$ cat src/rtl/dbm_pkg.sv
// Constants and types for the direct bank address mapper
package dbm_pkg;
   localparam logic [2:0] DBM_BANK_RESET = 3'h0;
   localparam logic [15:0] DBM_IO_FIRST = 16'h0000;
   localparam logic [15:0] DBM_IO_LAST = 16'h007F;
   localparam logic [15:0] DBM_DIR_FIRST = 16'h0080;
   localparam logic [15:0] DBM_DIR_LAST = 16'h00FF;
   localparam logic [15:0] DBM_HOLE_LAST = 16'h008F;
   localparam logic [15:0] DBM_BANK_STEP = 16'h0080;
   localparam logic [15:0] DBM_GPR_FIRST = 16'h0100;
   localparam logic [15:0] DBM_GPR_LAST = 16'h01FF;
   localparam logic [15:0] DBM_NVR_FIRST = 16'hFFBB;
   localparam logic [15:0] DBM_NVR_LAST = 16'hFFBF;
   localparam logic [15:0] DBM_VEC_FIRST = 16'hFFC0;
   localparam logic [15:0] DBM_VEC_LAST = 16'hFFFF;
   localparam logic [15:0] DBM_ADDR_RESET = 16'h0000;
   localparam logic [3:0] DBM_REGION_RESET = 4'h0;
   // Region one-hot bits: io, gpr, nvr, vector
   localparam int DBM_R_IO = 0;
   localparam int DBM_R_GPR = 1;
   localparam int DBM_R_NVR = 2;
   localparam int DBM_R_VEC = 3;
   typedef enum logic [1:0] {
      DBM_K_NORMAL = 2'h0,
      DBM_K_DIRECT = 2'h1,
      DBM_K_GPR = 2'h3,
      DBM_K_VECTOR = 2'h2
   } dbm_kind_e;
endpackage : dbm_pkg

$ cat src/rtl/dbm_map_if.sv
// Interface between the mapper top and its address decoder
interface dbm_map_if;
   logic [15:0] addr;
   logic [3:0] region;
   modport dec (input addr, output region);
   modport top (output addr, input region);
endinterface : dbm_map_if

$ cat src/rtl/dbm_mapper.sv
// Direct bank address mapper top
module dbm_mapper (
   input wire logic SYS_CLK_IN,
   input wire logic NRST_IN,
   input wire logic BANK_WR_IN,
   input wire logic [2:0] BANK_DATA_IN,
   input wire logic REQ_IN,
   input wire logic [1:0] KIND_IN,
   input wire logic [15:0] OPERAND_IN,
   input wire logic [2:0] GPR_BANK_IN,
   input wire logic [2:0] GPR_SEL_IN,
   input wire logic [4:0] VEC_SLOT_IN,
   input wire logic VEC_HIGH_IN,
   output logic VALID_OUT,
   output logic MAPPED_OUT,
   output logic [15:0] ADDR_OUT,
   output logic [3:0] REGION_OUT,
   output logic [2:0] BANK_OUT
);
   dbm_map_if map ();
   logic [2:0] direct_bank_pointer_reg;
   logic [15:0] addr_next;
   logic mapped_next;
   dbm_pkg::dbm_kind_e kind;

   assign kind = dbm_pkg::dbm_kind_e'(KIND_IN);

   dbm_region_dec u_dec (
      .map(map)
   );

   always_ff @(posedge SYS_CLK_IN or negedge NRST_IN) begin
      if (!NRST_IN) begin
         direct_bank_pointer_reg <= dbm_pkg::DBM_BANK_RESET;
      end else if (BANK_WR_IN) begin
         direct_bank_pointer_reg <= BANK_DATA_IN;
      end
   end

   always_comb begin
      addr_next = OPERAND_IN;
      mapped_next = 1'h1;
      case (kind)
         dbm_pkg::DBM_K_DIRECT: begin
            if (OPERAND_IN[7:0] <= dbm_pkg::DBM_IO_LAST[7:0]) begin
               addr_next = {8'h00, OPERAND_IN[7:0]};
            end else if (direct_bank_pointer_reg == 3'h0) begin
               addr_next = {8'h00, OPERAND_IN[7:0]};
               if (OPERAND_IN[7:0] <= dbm_pkg::DBM_HOLE_LAST[7:0]) begin
                  mapped_next = 1'h0;
               end
            end else begin
               addr_next = dbm_pkg::DBM_DIR_FIRST +
                  16'({direct_bank_pointer_reg, 7'h00}) +
                  {9'h000, OPERAND_IN[6:0]};
            end
         end
         dbm_pkg::DBM_K_GPR: begin
            addr_next = dbm_pkg::DBM_GPR_FIRST +
               {10'h000, GPR_BANK_IN, GPR_SEL_IN};
         end
         dbm_pkg::DBM_K_VECTOR: begin
            addr_next = dbm_pkg::DBM_VEC_FIRST +
               {10'h000, VEC_SLOT_IN, VEC_HIGH_IN};
         end
         default: begin
            addr_next = OPERAND_IN;
         end
      endcase
   end

   assign map.addr = addr_next;

   always_ff @(posedge SYS_CLK_IN or negedge NRST_IN) begin
      if (!NRST_IN) begin
         VALID_OUT <= 1'h0;
         MAPPED_OUT <= 1'h0;
         ADDR_OUT <= dbm_pkg::DBM_ADDR_RESET;
         REGION_OUT <= dbm_pkg::DBM_REGION_RESET;
      end else begin
         VALID_OUT <= REQ_IN;
         MAPPED_OUT <= REQ_IN && mapped_next;
         ADDR_OUT <= REQ_IN ? addr_next : ADDR_OUT;
         REGION_OUT <= REQ_IN ? map.region : REGION_OUT;
      end
   end

   always_ff @(posedge SYS_CLK_IN or negedge NRST_IN) begin
      if (!NRST_IN) begin
         BANK_OUT <= dbm_pkg::DBM_BANK_RESET;
      end else begin
         BANK_OUT <= BANK_WR_IN ? BANK_DATA_IN : direct_bank_pointer_reg;
      end
   end

   io_fixed_a: assert property (
      @(posedge SYS_CLK_IN) disable iff (!NRST_IN)
      REQ_IN && kind == dbm_pkg::DBM_K_DIRECT && OPERAND_IN[7:0] < 8'h80
      |=> MAPPED_OUT && ADDR_OUT == {8'h00, $past(OPERAND_IN[7:0])})
      else $error("io operand moved by bank");

   bank_window_a: assert property (
      @(posedge SYS_CLK_IN) disable iff (!NRST_IN)
      REQ_IN && kind == dbm_pkg::DBM_K_DIRECT && OPERAND_IN[7]
      && direct_bank_pointer_reg != 3'h0
      |=> ADDR_OUT[6:0] == $past(OPERAND_IN[6:0])
      && ADDR_OUT[10:7] == 4'($past(direct_bank_pointer_reg)) + 4'h1
      && ADDR_OUT[15:11] == 5'h00)
      else $error("bank window address wrong");

   bank_hole_a: assert property (
      @(posedge SYS_CLK_IN) disable iff (!NRST_IN)
      REQ_IN && kind == dbm_pkg::DBM_K_DIRECT && OPERAND_IN[7:4] == 4'h8
      && direct_bank_pointer_reg == 3'h0
      |=> VALID_OUT && !MAPPED_OUT)
      else $error("bank zero hole mapped");

   gpr_region_a: assert property (
      @(posedge SYS_CLK_IN) disable iff (!NRST_IN)
      REQ_IN && kind == dbm_pkg::DBM_K_GPR
      |=> REGION_OUT[dbm_pkg::DBM_R_GPR] && ADDR_OUT[15:8] == 8'h01)
      else $error("register form outside register area");

   vec_region_a: assert property (
      @(posedge SYS_CLK_IN) disable iff (!NRST_IN)
      REQ_IN && kind == dbm_pkg::DBM_K_VECTOR
      |=> REGION_OUT == 4'h8 && ADDR_OUT[15:6] == 10'h3FF)
      else $error("vector fetch outside table");

   nvr_region_a: assert property (
      @(posedge SYS_CLK_IN) disable iff (!NRST_IN)
      REQ_IN && kind == dbm_pkg::DBM_K_NORMAL
      && OPERAND_IN inside {[16'hFFBB:16'hFFBF]}
      |=> REGION_OUT == 4'h4)
      else $error("nvr area not decoded");

   req_valid_a: assert property (
      @(posedge SYS_CLK_IN) disable iff (!NRST_IN)
      REQ_IN |=> VALID_OUT)
      else $error("request not answered");

   idle_quiet_a: assert property (
      @(posedge SYS_CLK_IN) disable iff (!NRST_IN)
      !REQ_IN |=> !VALID_OUT && !MAPPED_OUT)
      else $error("answer without request");

   result_hold_a: assert property (
      @(posedge SYS_CLK_IN) disable iff (!NRST_IN)
      !REQ_IN |=> $stable(ADDR_OUT) && $stable(REGION_OUT))
      else $error("result changed without request");

   bank_load_a: assert property (
      @(posedge SYS_CLK_IN) disable iff (!NRST_IN)
      BANK_WR_IN |=> BANK_OUT == $past(BANK_DATA_IN)
      && direct_bank_pointer_reg == $past(BANK_DATA_IN))
      else $error("bank pointer not loaded");

   bank_keep_a: assert property (
      @(posedge SYS_CLK_IN) disable iff (!NRST_IN)
      !BANK_WR_IN |=> $stable(direct_bank_pointer_reg)
      && BANK_OUT == direct_bank_pointer_reg)
      else $error("bank pointer changed without write");

   bank_pass_a: assert property (
      @(posedge SYS_CLK_IN) disable iff (!NRST_IN)
      REQ_IN && kind == dbm_pkg::DBM_K_DIRECT
      && OPERAND_IN[7:0] > dbm_pkg::DBM_HOLE_LAST[7:0]
      && direct_bank_pointer_reg == 3'h0
      |=> MAPPED_OUT && ADDR_OUT == {8'h00, $past(OPERAND_IN[7:0])})
      else $error("bank zero operand moved");

   window_top_a: assert property (
      @(posedge SYS_CLK_IN) disable iff (!NRST_IN)
      REQ_IN && kind == dbm_pkg::DBM_K_DIRECT && OPERAND_IN[7]
      && direct_bank_pointer_reg == 3'h7
      |=> ADDR_OUT >= 16'h0400 && ADDR_OUT <= 16'h047F)
      else $error("top bank window wrong");

   io_region_a: assert property (
      @(posedge SYS_CLK_IN) disable iff (!NRST_IN)
      REQ_IN && kind == dbm_pkg::DBM_K_DIRECT && OPERAND_IN[7:0] < 8'h80
      |=> REGION_OUT == 4'h1)
      else $error("io operand not in io region");

   hole_region_a: assert property (
      @(posedge SYS_CLK_IN) disable iff (!NRST_IN)
      REQ_IN && kind == dbm_pkg::DBM_K_DIRECT && OPERAND_IN[7:4] == 4'h8
      && direct_bank_pointer_reg == 3'h0
      |=> REGION_OUT == 4'h0 && ADDR_OUT[15:8] == 8'h00)
      else $error("bank zero hole decoded");

   other_mapped_a: assert property (
      @(posedge SYS_CLK_IN) disable iff (!NRST_IN)
      REQ_IN && kind != dbm_pkg::DBM_K_DIRECT |=> MAPPED_OUT)
      else $error("non direct access unmapped");

   normal_pass_a: assert property (
      @(posedge SYS_CLK_IN) disable iff (!NRST_IN)
      REQ_IN && kind == dbm_pkg::DBM_K_NORMAL
      |=> ADDR_OUT == $past(OPERAND_IN))
      else $error("normal address altered");

   gpr_index_a: assert property (
      @(posedge SYS_CLK_IN) disable iff (!NRST_IN)
      REQ_IN && kind == dbm_pkg::DBM_K_GPR
      |=> ADDR_OUT[7:0] == {2'h0, $past(GPR_BANK_IN), $past(GPR_SEL_IN)})
      else $error("register form index wrong");

   vec_index_a: assert property (
      @(posedge SYS_CLK_IN) disable iff (!NRST_IN)
      REQ_IN && kind == dbm_pkg::DBM_K_VECTOR
      |=> ADDR_OUT[5:0] == {$past(VEC_SLOT_IN), $past(VEC_HIGH_IN)})
      else $error("vector slot index wrong");

   region_onehot_a: assert property (
      @(posedge SYS_CLK_IN) disable iff (!NRST_IN)
      $onehot0(REGION_OUT))
      else $error("more than one region decoded");

   direct_low_a: assert property (
      @(posedge SYS_CLK_IN) disable iff (!NRST_IN)
      REQ_IN && kind == dbm_pkg::DBM_K_DIRECT
      |=> !REGION_OUT[dbm_pkg::DBM_R_NVR]
      && !REGION_OUT[dbm_pkg::DBM_R_VEC])
      else $error("direct operand reached flash area");
endmodule // dbm_mapper

$ cat src/rtl/dbm_region_dec.sv
// Fixed region decoder for physical addresses
module dbm_region_dec (
   dbm_map_if.dec map
);
   function automatic logic in_range(input logic [15:0] a,
         input logic [15:0] lo, input logic [15:0] hi);
      in_range = (a >= lo) && (a <= hi);
   endfunction

   always_comb begin
      map.region = '0;
      map.region[dbm_pkg::DBM_R_IO] = in_range(map.addr,
         dbm_pkg::DBM_IO_FIRST, dbm_pkg::DBM_IO_LAST);
      map.region[dbm_pkg::DBM_R_GPR] = in_range(map.addr,
         dbm_pkg::DBM_GPR_FIRST, dbm_pkg::DBM_GPR_LAST);
      map.region[dbm_pkg::DBM_R_NVR] = in_range(map.addr,
         dbm_pkg::DBM_NVR_FIRST, dbm_pkg::DBM_NVR_LAST);
      map.region[dbm_pkg::DBM_R_VEC] = in_range(map.addr,
         dbm_pkg::DBM_VEC_FIRST, dbm_pkg::DBM_VEC_LAST);
   end
endmodule // dbm_region_dec

$ cat config.mk
export PLATFORM = sky130hd
export DESIGN_NAME = dbm_mapper
export DESIGN_NICKNAME = d
export VERILOG_FILES = /design/src/rtl/dbm_pkg.sv /design/src/rtl/dbm_map_if.sv /design/src/rtl/dbm_mapper.sv /design/src/rtl/dbm_region_dec.sv
export SDC_FILE = /design/constraint.sdc
export NUM_CORES = 1
export LEC_CHECK = 0
export ABC_AREA = 0
export BUFFER_PORTS_ARGS = -buffer_cell sky130_fd_sc_hd__buf_4
export CAP_MARGIN = 20
export CORE_MARGIN = 5
export CORE_UTILIZATION = 49
export DETAILED_ROUTE_END_ITERATION = 6
export HOLD_SLACK_MARGIN = 0.03
export PLACE_DENSITY_LB_ADDON = 0.1
export SYNTH_ARGS = -nofsm -noshare
export SYNTH_HDL_FRONTEND = slang
export SYNTH_HIERARCHICAL = 1
export SYNTH_SLANG_ARGS = --single-unit
$ cat constraint.sdc
create_clock -name SYS_CLK_IN -period 4.01 [get_ports SYS_CLK_IN]
set_clock_uncertainty 0.2 [all_clocks]
set_input_delay 0.802 -clock SYS_CLK_IN [delete_from_list [all_inputs] [get_ports SYS_CLK_IN]]
set_output_delay 0.802 -clock SYS_CLK_IN [all_outputs]
set_load 0.01 [all_outputs]
==> results of run 1 <==
routing by layer:
layer	track usage, %	wire [um]
met5	0	0
met4	3.636	15
met3	2.893	261
met2	30.62	1619
met1	24.58	1341
cells in the mapped netlist:
library cell | number | share of area, %
nor2_1 | 20 | 5.6
dfrtp_1 | 25 | 47
nor3b_1 | 2 | 1.1
nand2_1 | 6 | 1.7
nor3_1 | 1 | 0.38
nand4_1 | 3 | 1.4
and3b_1 | 1 | 0.66
buf_8 | 1 | 1.1
buf_4 | 1 | 0.57
mux2i_1 | 6 | 4.5
a31oi_1 | 3 | 1.4
buf_2 | 4 | 1.5
mux2_2 | 19 | 16
buf_6 | 1 | 0.85
nor3b_2 | 1 | 0.94
nor2b_1 | 1 | 0.47
a21boi_0 | 1 | 0.57
nor4_2 | 1 | 0.94
ha_1 | 2 | 1.9
and2_1 | 3 | 1.4
o21ai_0 | 5 | 1.9
a311oi_2 | 1 | 1.1
nor4_1 | 1 | 0.47
inv_1 | 3 | 0.85
nand4b_1 | 1 | 0.66
or4_4 | 1 | 0.85
a21oi_1 | 8 | 3.0
nand3_1 | 1 | 0.38
nand2b_1 | 1 | 0.47
cell families (layout without fill, tap and decap cells):
group,count (synthesis),after routing
AND/OR/NAND/NOR,44,44
multiplexers,25,25
flip-flops,25,25
AO/OA/AOI/OAI,18,18
buffers and inverters,10,68
adder cells (fa/ha/maj),2,2
worst max-delay path, cell delays in order:
cell and delay, ns:
buf_4 0.22, and3b_1 0.23, nand4_1 0.11, nand2_1 0.08, or4_4 0.42, nor4_2 0.17
nor3b_2 0.19, mux2_2 0.16
metrics by stage:
step                      hold slack, ns  setup slack (ns)
after detailed placement          0.2991             1.383
after global routing              0.1641             1.564
after floorplan                   0.3064             1.502
after global placement            0.2915             1.420
after CTS                         0.1691             1.714
final                             0.1695             1.683
path summary, 6_finish.rpt:
check | end | slack [ns] | cells past startpoint | startpoint
max in group asynchronous | ADDR_OUT[15] | 3.20 | 1 | NRST_IN
worst max-delay path | REGION_OUT[0] | 1.68 | 8 | KIND_IN[1]
worst min-delay path | BANK_OUT[1] | 0.17 | 1 | NRST_IN
worst min register to register | ADDR_OUT[5] | 0.33 | 1 | ADDR_OUT[5]
min in group SYS_CLK_IN | ADDR_OUT[5] | 0.33 | 1 | ADDR_OUT[5]
worst max register to register | REGION_OUT[2] | 1.74 | 8 | BANK_OUT[0]
cell usage in the layout, fill, tap and decap left out:
cell and instances:
clkbuf_1 1, and2_1 3, nor4_2 1, or4_4 1, and3b_1 1, a311oi_2 1
nor3b_1 2, inv_1 3, mux2i_1 6, buf_4 61, mux2_2 19, o21ai_0 5
clkbuf_4 3, nor3b_2 1, ha_1 2, nand2_1 6, dfrtp_1 25, a21boi_0 1
nand2b_1 1, nor3_1 1, nor4_1 1, nand4_1 3, nand3_1 1, nor2b_1 1
nor2_1 20, a21oi_1 8, nand4b_1 1, a31oi_1 3
final cells by class:
| cell class | count | area, um^2 | area share, % |
|---|---|---|---|
| multi-input cells | 89 | 638.1 | 35.52 |
| flip-flops and latches | 25 | 625.6 | 34.82 |
| repair buffers | 61 | 457.9 | 25.49 |
| well taps | 30 | 37.54 | 2.089 |
| clock buffers | 4 | 26.28 | 1.462 |
| inverters | 3 | 11.26 | 0.6267 |
where the power goes:
part,total [mW],internal (mW),switching [mW]
Sequential,0.291,0.276,0.0150
Clock,0.110,0.0388,0.0709
Combinational,0.153,0.0840,0.0695
Total,0.554,0.398,0.155
flip-flops by register name, indices dropped and copies added, names as in the netlist:
signal,flops
ADDR_OUT,16
BANK_OUT,3
MAPPED_OUT,1
REGION_OUT,4
VALID_OUT,1
==> impl_metrics.json, run 1 <==
{
  "status": "complete, no violations",
  "gp_congestion": 0.7789,
  "ys_ff_latch": 25,
  "stdcell_area_mm2": 0.001797,
  "cts-resized-gates": 0,
  "grtUsageTotal_pct": 18.12,
  "vdd_ir_drop_max_mv": 0.2457,
  "ant_nets": 0,
  "die_w_um": 62.08,
  "fill_cells": 218,
  "yosys.cell_types.count": 29,
  "clock-root-buffer": "clkbuf_4",
  "grt_pass1_vias": 1147,
  "required_ns": 4.07,
  "cts_made_buffers": 3,
  "tightest_slew_ns": 0.4123,
  "rows": 18,
  "synth-xor-area-share_pct": 0,
  "leakage_nw": 0.8749,
  "cts.path.max_buffers": 2,
  "placed_area_mm2": 0.001770,
  "num_vias": 1130,
  "cts_sinks": 25,
  "path_max_fanout": 24,
  "synthMuxAreaShare_pct": 20.62,
  "critPathLaunchType": "input pin",
  "clk_latency_ns": 0.31,
  "die_y_um": 62.08,
  "grt_max_degree": 26,
  "synth_top_family_by_area": "multiplexers",
  "overflow": 0,
  "fin_setup_tns_ns": 0,
  "syn_inst": 124,
  "cts_max_level": 1,
  "antenna_cells": 0,
  "finalSetupViolCount": 0,
  "cp-end-kind": "flop",
  "syn_area_mm2": 0.001329,
  "yosysSeqAreaShare_pct": 47.08,
  "io_pins": 62,
  "fmax_mhz": 429.7,
  "initial_core_util_pct": 52.21,
  "place_inst": 208,
  "grt_setup_unrepaired": "false",
  "synth_nets": 163,
  "coreArea_mm2": 0.002545,
  "areaGrowthSynthToFinish_pct": 35.22,
  "grt_pass1_wl_um": 5202,
  "final_util_pct": 70.60,
  "routedWlPerCell_um": 15.27,
  "post_layout_nonfiller_instances": 212,
  "syn_area_per_cell_um2": 10.72,
  "layout-drive-gt1-share_pct": 47.80,
  "hpwl_um": 2593,
  "power.total_mw": 0.5539,
  "min_period_over_period_pct": 58.04,
  "drv_cap": 0,
  "postCtsSetupBuffers": 0,
  "finalWirelength_um": 3238,
  "nets": 222,
  "max_slew_margin_pct": 72.51,
  "drc": 0,
  "period_minus_slack_ns": 2.327,
  "final_max_slew_viol_count": 0,
  "synth-simple-area-share_pct": 17.51,
  "dieArea_mm2": 0.003853,
  "worstPathArrival_ns": 2.39,
  "antenna_found_initial": 0,
  "worst-setup-path-type": "in2reg",
  "port_buffers": 61,
  "synth_compound_area_share_pct": 8.004,
  "yosys.area_share.adder_pct": 1.883,
  "yosys_warnings": 6,
  "viasPerCell": 5.330,
  "hp-class": "in2async",
  "cts.reportedPaths.clkPinSlew_ns": 0.13,
  "hold_buffers": 0,
  "first_pass_iters": 4,
  "cellPowerDensity_mw_per_mm2": 308.3,
  "hold_violations": 0,
  "drt_iter0_markers": 24,
  "tritoncts": "yes"
}
No activity file was read; power rests on OpenSTA's default activity.
==> run 2: changes to the inputs <==
Settings changed: CORE_UTILIZATION 49 to 46.
Clock period 4.01 ns to 2.2 ns, I/O delays scaled along.
==> run 2 against run 1 <==
Global-route usage fell by 1.5 points. Final cell count rose by 2.8%. Non-clock buffer count rose by 5. Setup slack got worse by 1.6 ns. Critical path depth did not move. Via count rose by 2.0%. Flip-flop and latch count did not move. Combinational power rose by 88%. Total power rose by 86%. Clock power rose by 93%. Register-to-register slack got worse by 1.6 ns. Critical path type is now reg2reg.
==> impl_metrics.json, run 2 (synthesis results as in run 1) <==
{
  "power.total_mw": 1.028,
  "coreArea_mm2": 0.002758,
  "fmax_mhz": 477.0,
  "hpwl_um": 2582,
  "reg_top3": "ADDR_OUT (16), REGION_OUT (4), BANK_OUT (3)",
  "max_slew_margin_pct": 78.25,
  "drt_iter0_markers": 23,
  "die_y_um": 63.75,
  "grt_pass1_wl_um": 5506,
  "final_util_pct": 67.20,
  "required_ns": 2.28,
  "clk_latency_ns": 0.32,
  "cts_max_level": 1,
  "grt_max_degree": 26,
  "antenna_cells": 0,
  "hp-class": "in2reg",
  "final_max_slew_viol_count": 0,
  "cts.reportedPaths.clkPinSlew_ns": 0.14,
  "top_register": "ADDR_OUT",
  "slowest_delay_ns": 0.47,
  "drv_cap": 0,
  "fill_cells": 230,
  "path_max_fanout": 5,
  "final_common_cell": "buf_4",
  "status": "complete, no violations",
  "layout-drive-gt1-share_pct": 51.34,
  "worstPathArrival_ns": 2.17,
  "first_pass_iters": 4,
  "finalSetupViolCount": 0,
  "crit_buf_inv": 1,
  "routedWlPerCell_um": 15.00,
  "leakage_nw": 0.9005,
  "crit_cells": 8,
  "rows": 19,
  "min_period_over_period_pct": 95.29,
  "cts.path.max_buffers": 2,
  "tightest_slew_ns": 0.3262,
  "multiInputGateArea_um2": 650.6,
  "crit_family": "simple AND/OR/NAND/NOR gates",
  "drc": 0,
  "viasPerCell": 5.289,
  "cts_made_buffers": 3,
  "cp-end-kind": "flop",
  "fin_setup_tns_ns": 0,
  "critPathLaunchType": "flop",
  "grt_setup_unrepaired": "false",
  "nets": 227,
  "antenna_found_initial": 0,
  "io_pins": 62,
  "vdd_ir_drop_max_mv": 0.4352,
  "layout_common_cells": "65 x buf_4, 24 x dfrtp_1, 20 x nor2_1",
  "ant_nets": 0,
  "finalWirelength_um": 3270,
  "cts_sinks": 25,
  "worst-setup-path-type": "reg2reg",
  "areaGrowthSynthToFinish_pct": 39.45,
  "period_minus_slack_ns": 2.096,
  "r2r_cells": 8,
  "largest_register_ffs": 16,
  "dieArea_mm2": 0.004063,
  "tritoncts": "yes",
  "initial_core_util_pct": 48.19,
  "worst_path_max_delay_cell": "dfrtp_2",
  "clock-root-buffer": "clkbuf_4",
  "gp_congestion": 0.8168,
  "worstPathCellList": "inv_1, ha_1, nand2b_1, a311oi_2, nand3_1, nor3_2, nor3b_2, mux2_2",
  "min_path_cells": 2,
  "die_w_um": 63.75,
  "num_vias": 1153,
  "cellPowerDensity_mw_per_mm2": 555.0,
  "overflow": 0,
  "grt_pass1_vias": 1215,
  "port_buffers": 61,
  "grtUsageTotal_pct": 16.62,
  "register_area_um2": 626.9,
  "hold_violations": 0
}
## run 2: per-layer routing
metal / GRT usage, % / up-vias / wire length, um
met2: 26.40 / 38 / 1506
met4: 5.455 / 0 / 29
li1: - / 564 / -
met5: 0 / - / 0
met3: 5.079 / 4 / 290
met1: 21.68 / 547 / 1443
## run 2: report_power, final
part / leakage (nW) / internal, mW / switching (mW)
clock: 0.0177 / 0.0682 / 0.144
sequential: 0.301 / 0.503 / 0.0259
combinational: 0.582 / 0.160 / 0.128
## run 2: timing repair
action,in CTS,in global routing
pin swaps,0,1
endpoints found under the hold margin,25,0
buffers inserted,0,0
hold buffers,1,0
setup endpoints to repair,1,3
resized for setup,1,4
## run 2: path summary, 6_finish.rpt
kind | from | to | slack [ns]
min reg2reg | ADDR_OUT[0] | ADDR_OUT[0] | 0.32
max reg2reg | BANK_OUT[0] | REGION_OUT[2] | 0.10
max in group asynchronous | NRST_IN | BANK_OUT[0] | 1.21
max | BANK_OUT[0] | REGION_OUT[2] | 0.10
min in group asynchronous | NRST_IN | ADDR_OUT[9] | 0.33
min | BANK_WR_IN | BANK_OUT[0] | 0.11
## run 2: layout make-up
class,instances,share of cell area [%]
multi-input cells,89,35.11
flip-flops and latches,25,33.83
repair buffers,66,26.87
well taps,31,2.093
clock buffers,3,1.215
inverters,3,0.6077
clock inverters,1,0.2701
## run 2: through the flow
step           worst slack (ns)  hold WS, ns  cells  cell area (um^2)
2_1_floorplan           0.05411     -0.05559    124              1329
3_3_place_gp            0.05333       0.1590    213              1802
3_5_place_dp           -0.01733       0.1633    213              1802
4_1_cts                 0.01645       0.1107    218              1841
5_1_grt                 0.02634       0.1181    218              1853
6_report                 0.1036       0.1108    218              1853
## run 2: worst reg2reg max path, cell delays in order, from the launching register on
cell	delay, ns
dfrtp_2	0.47
inv_1	0.09
ha_1	0.17
nand2b_1	0.11
a311oi_2	0.35
nand3_1	0.14
nor3_2	0.18
nor3b_2	0.19
mux2_2	0.16
==> run 3: changes to the inputs <==
Settings changed: RECOVER_POWER set to 100.
Clock period 2.2 ns to 2.35 ns, I/O delays scaled along.
==> run 3 against run 2 <==
Combinational power is 20% lower. Sequential power is 6.6% lower. Die area stayed put. Setup slack better by 0.030 ns. Clock power is 11% lower. Worst hold slack better by 0.035 ns. Flip-flop and latch count stayed put.
==> impl_metrics.json, run 3 (synthesis results as in run 1) <==
{
  "status": "complete, no violations",
  "port_buffers": 61,
  "tightest_slew_ns": 1.317,
  "worst_path_max_delay_cell": "dfrtp_1",
  "nets": 226,
  "p_seq_share_pct": 54.0,
  "dieArea_mm2": 0.004063,
  "postCtsSetupBuffers": 0,
  "fin_setup_tns_ns": 0,
  "grtUsageTotal_pct": 16.29,
  "first_pass_iters": 4,
  "layout-drive-gt1-share_pct": 33.33,
  "period_minus_slack_ns": 2.216,
  "place_inst": 212,
  "hold_violations": 0,
  "p_sw_share_pct": 29.07,
  "cp-end-kind": "flop",
  "internal-power_mw": 0.6486,
  "io_pins": 62,
  "cts_max_level": 1,
  "antenna_cells": 0,
  "post_layout_nonfiller_instances": 217,
  "grt_setup_unrepaired": "false",
  "reg_top3": "ADDR_OUT (16), REGION_OUT (4), BANK_OUT (3)",
  "clock-root-buffer": "clkbuf_4",
  "clk_latency_ns": 0.32,
  "worstPathCellList": "inv_1, ha_1, nor3b_1, o21ai_0, nand2_1, nand2_1, nor3_1, nor3b_1, mux2_2",
  "antenna_found_initial": 0,
  "r2r_cells": 9,
  "min_period_over_period_pct": 94.30,
  "hold_buffers": 1,
  "clockPowerShare_pct": 20.7,
  "die_w_um": 63.75,
  "layout_common_cells": "37 x buf_4, 27 x clkbuf_1, 25 x dfrtp_1",
  "path_max_fanout": 5,
  "overflow": 0,
  "hp-class": "in2reg",
  "grt_pass1_wl_um": 5388,
  "required_ns": 2.41,
  "drv_cap": 0,
  "ant_nets": 0,
  "final_max_slew_viol_count": 0,
  "cts_sinks": 25,
  "fmax_mhz": 451.3,
  "final_common_cell": "buf_4",
  "viasPerCell": 5.203,
  "worst-setup-path-type": "reg2reg",
  "grt_pass1_vias": 1171,
  "areaGrowthSynthToFinish_pct": 29.38,
  "drc": 0,
  "finalWirelength_um": 3237,
  "num_vias": 1129,
  "cts.reportedPaths.clkPinSlew_ns": 0.14,
  "crit_cells": 9,
  "top_register": "ADDR_OUT",
  "cts.path.max_buffers": 2,
  "cts-resized-gates": 0,
  "largest_register_ffs": 16,
  "worstPathArrival_ns": 2.27,
  "crit_buf_inv": 1,
  "coreArea_mm2": 0.002758,
  "max_slew_margin_pct": 12.22,
  "leakage_nw": 0.7931,
  "vdd_ir_drop_max_mv": 0.4292,
  "drt_iter0_markers": 40,
  "tritoncts": "yes",
  "cts_made_buffers": 3,
  "gp_congestion": 0.8184,
  "die_y_um": 63.75,
  "initial_core_util_pct": 48.19,
  "slowest_delay_ns": 0.46,
  "hpwl_um": 2618,
  "critPathLaunchType": "flop",
  "comb_power_share_pct": 25.3,
  "routedWlPerCell_um": 14.92,
  "power.switching_mw": 0.2658,
  "cellPowerDensity_mw_per_mm2": 531.9,
  "crit_family": "simple AND/OR/NAND/NOR gates",
  "min_path_cells": 2,
  "rows": 19,
  "finalSetupViolCount": 0,
  "final_util_pct": 62.34,
  "grt_max_degree": 26
}
run 3: final timing paths:
check	startpoint	endpoint	slack [ns]
max	BANK_OUT[0]	REGION_OUT[2]	0.13
min	BANK_WR_IN	BANK_OUT[1]	0.15
max reg2reg	BANK_OUT[0]	REGION_OUT[2]	0.13
min reg2reg	ADDR_OUT[0]	ADDR_OUT[0]	0.32
max in group asynchronous	NRST_IN	REGION_OUT[2]	0.42
min in group asynchronous	NRST_IN	BANK_OUT[1]	0.75
run 3: layout make-up:
type                       count  area (um^2)
tap                           31        38.79
clock buffer                   3        22.52
timing repair buffer          65        389.1
fill                         263         1039
sequential                    25        625.6
clock inverter                 1        5.005
multi-input combinational     89        626.9
inverter                       3        11.26
run 3: worst reg2reg max path, stage by stage (launching register included):
cell     delay [ns]
dfrtp_1        0.46
inv_1          0.09
ha_1           0.23
nor3b_1        0.21
o21ai_0        0.18
nand2_1        0.13
nand2_1        0.06
nor3_1         0.24
nor3b_1        0.19
mux2_2         0.16
run 3: power by group through the flow:
| stage | clock network, mW | registers (mW) | logic (mW) |
|---|---|---|---|
| 2_1_floorplan | 0 | 0.521 | 0.107 |
| 3_3_place_gp | 0 | 0.502 | 0.266 |
| 3_5_place_dp | 0 | 0.504 | 0.268 |
| 4_1_cts | 0.200 | 0.496 | 0.270 |
| 5_1_grt | 0.213 | 0.502 | 0.258 |
| 6_report | 0.189 | 0.494 | 0.231 |
run 3: routing by layer:
metal | global-route usage (%) | part of all wire (%) | vias to the layer above
met4 | 5.974 | 0.56 | 0
met1 | 21.76 | 45 | 523
met3 | 5.079 | 8.9 | 2
li1 | - | - | 564
met2 | 24.87 | 45 | 40
met5 | 0 | 0 | -
run 3: through the flow:
stage	power (mW)	cell area [um^2]	hold slack, ns	setup WS [ns]
floorplan	0.6284	1329	-0.02559	0.1741
global placement	0.7676	1794	0.1906	0.1479
detailed placement	0.7728	1794	0.1901	0.08003
CTS	0.9659	1832	0.1333	0.1111
global route	0.9741	1719	0.1379	0.03125
finish	0.9144	1719	0.1453	0.1340
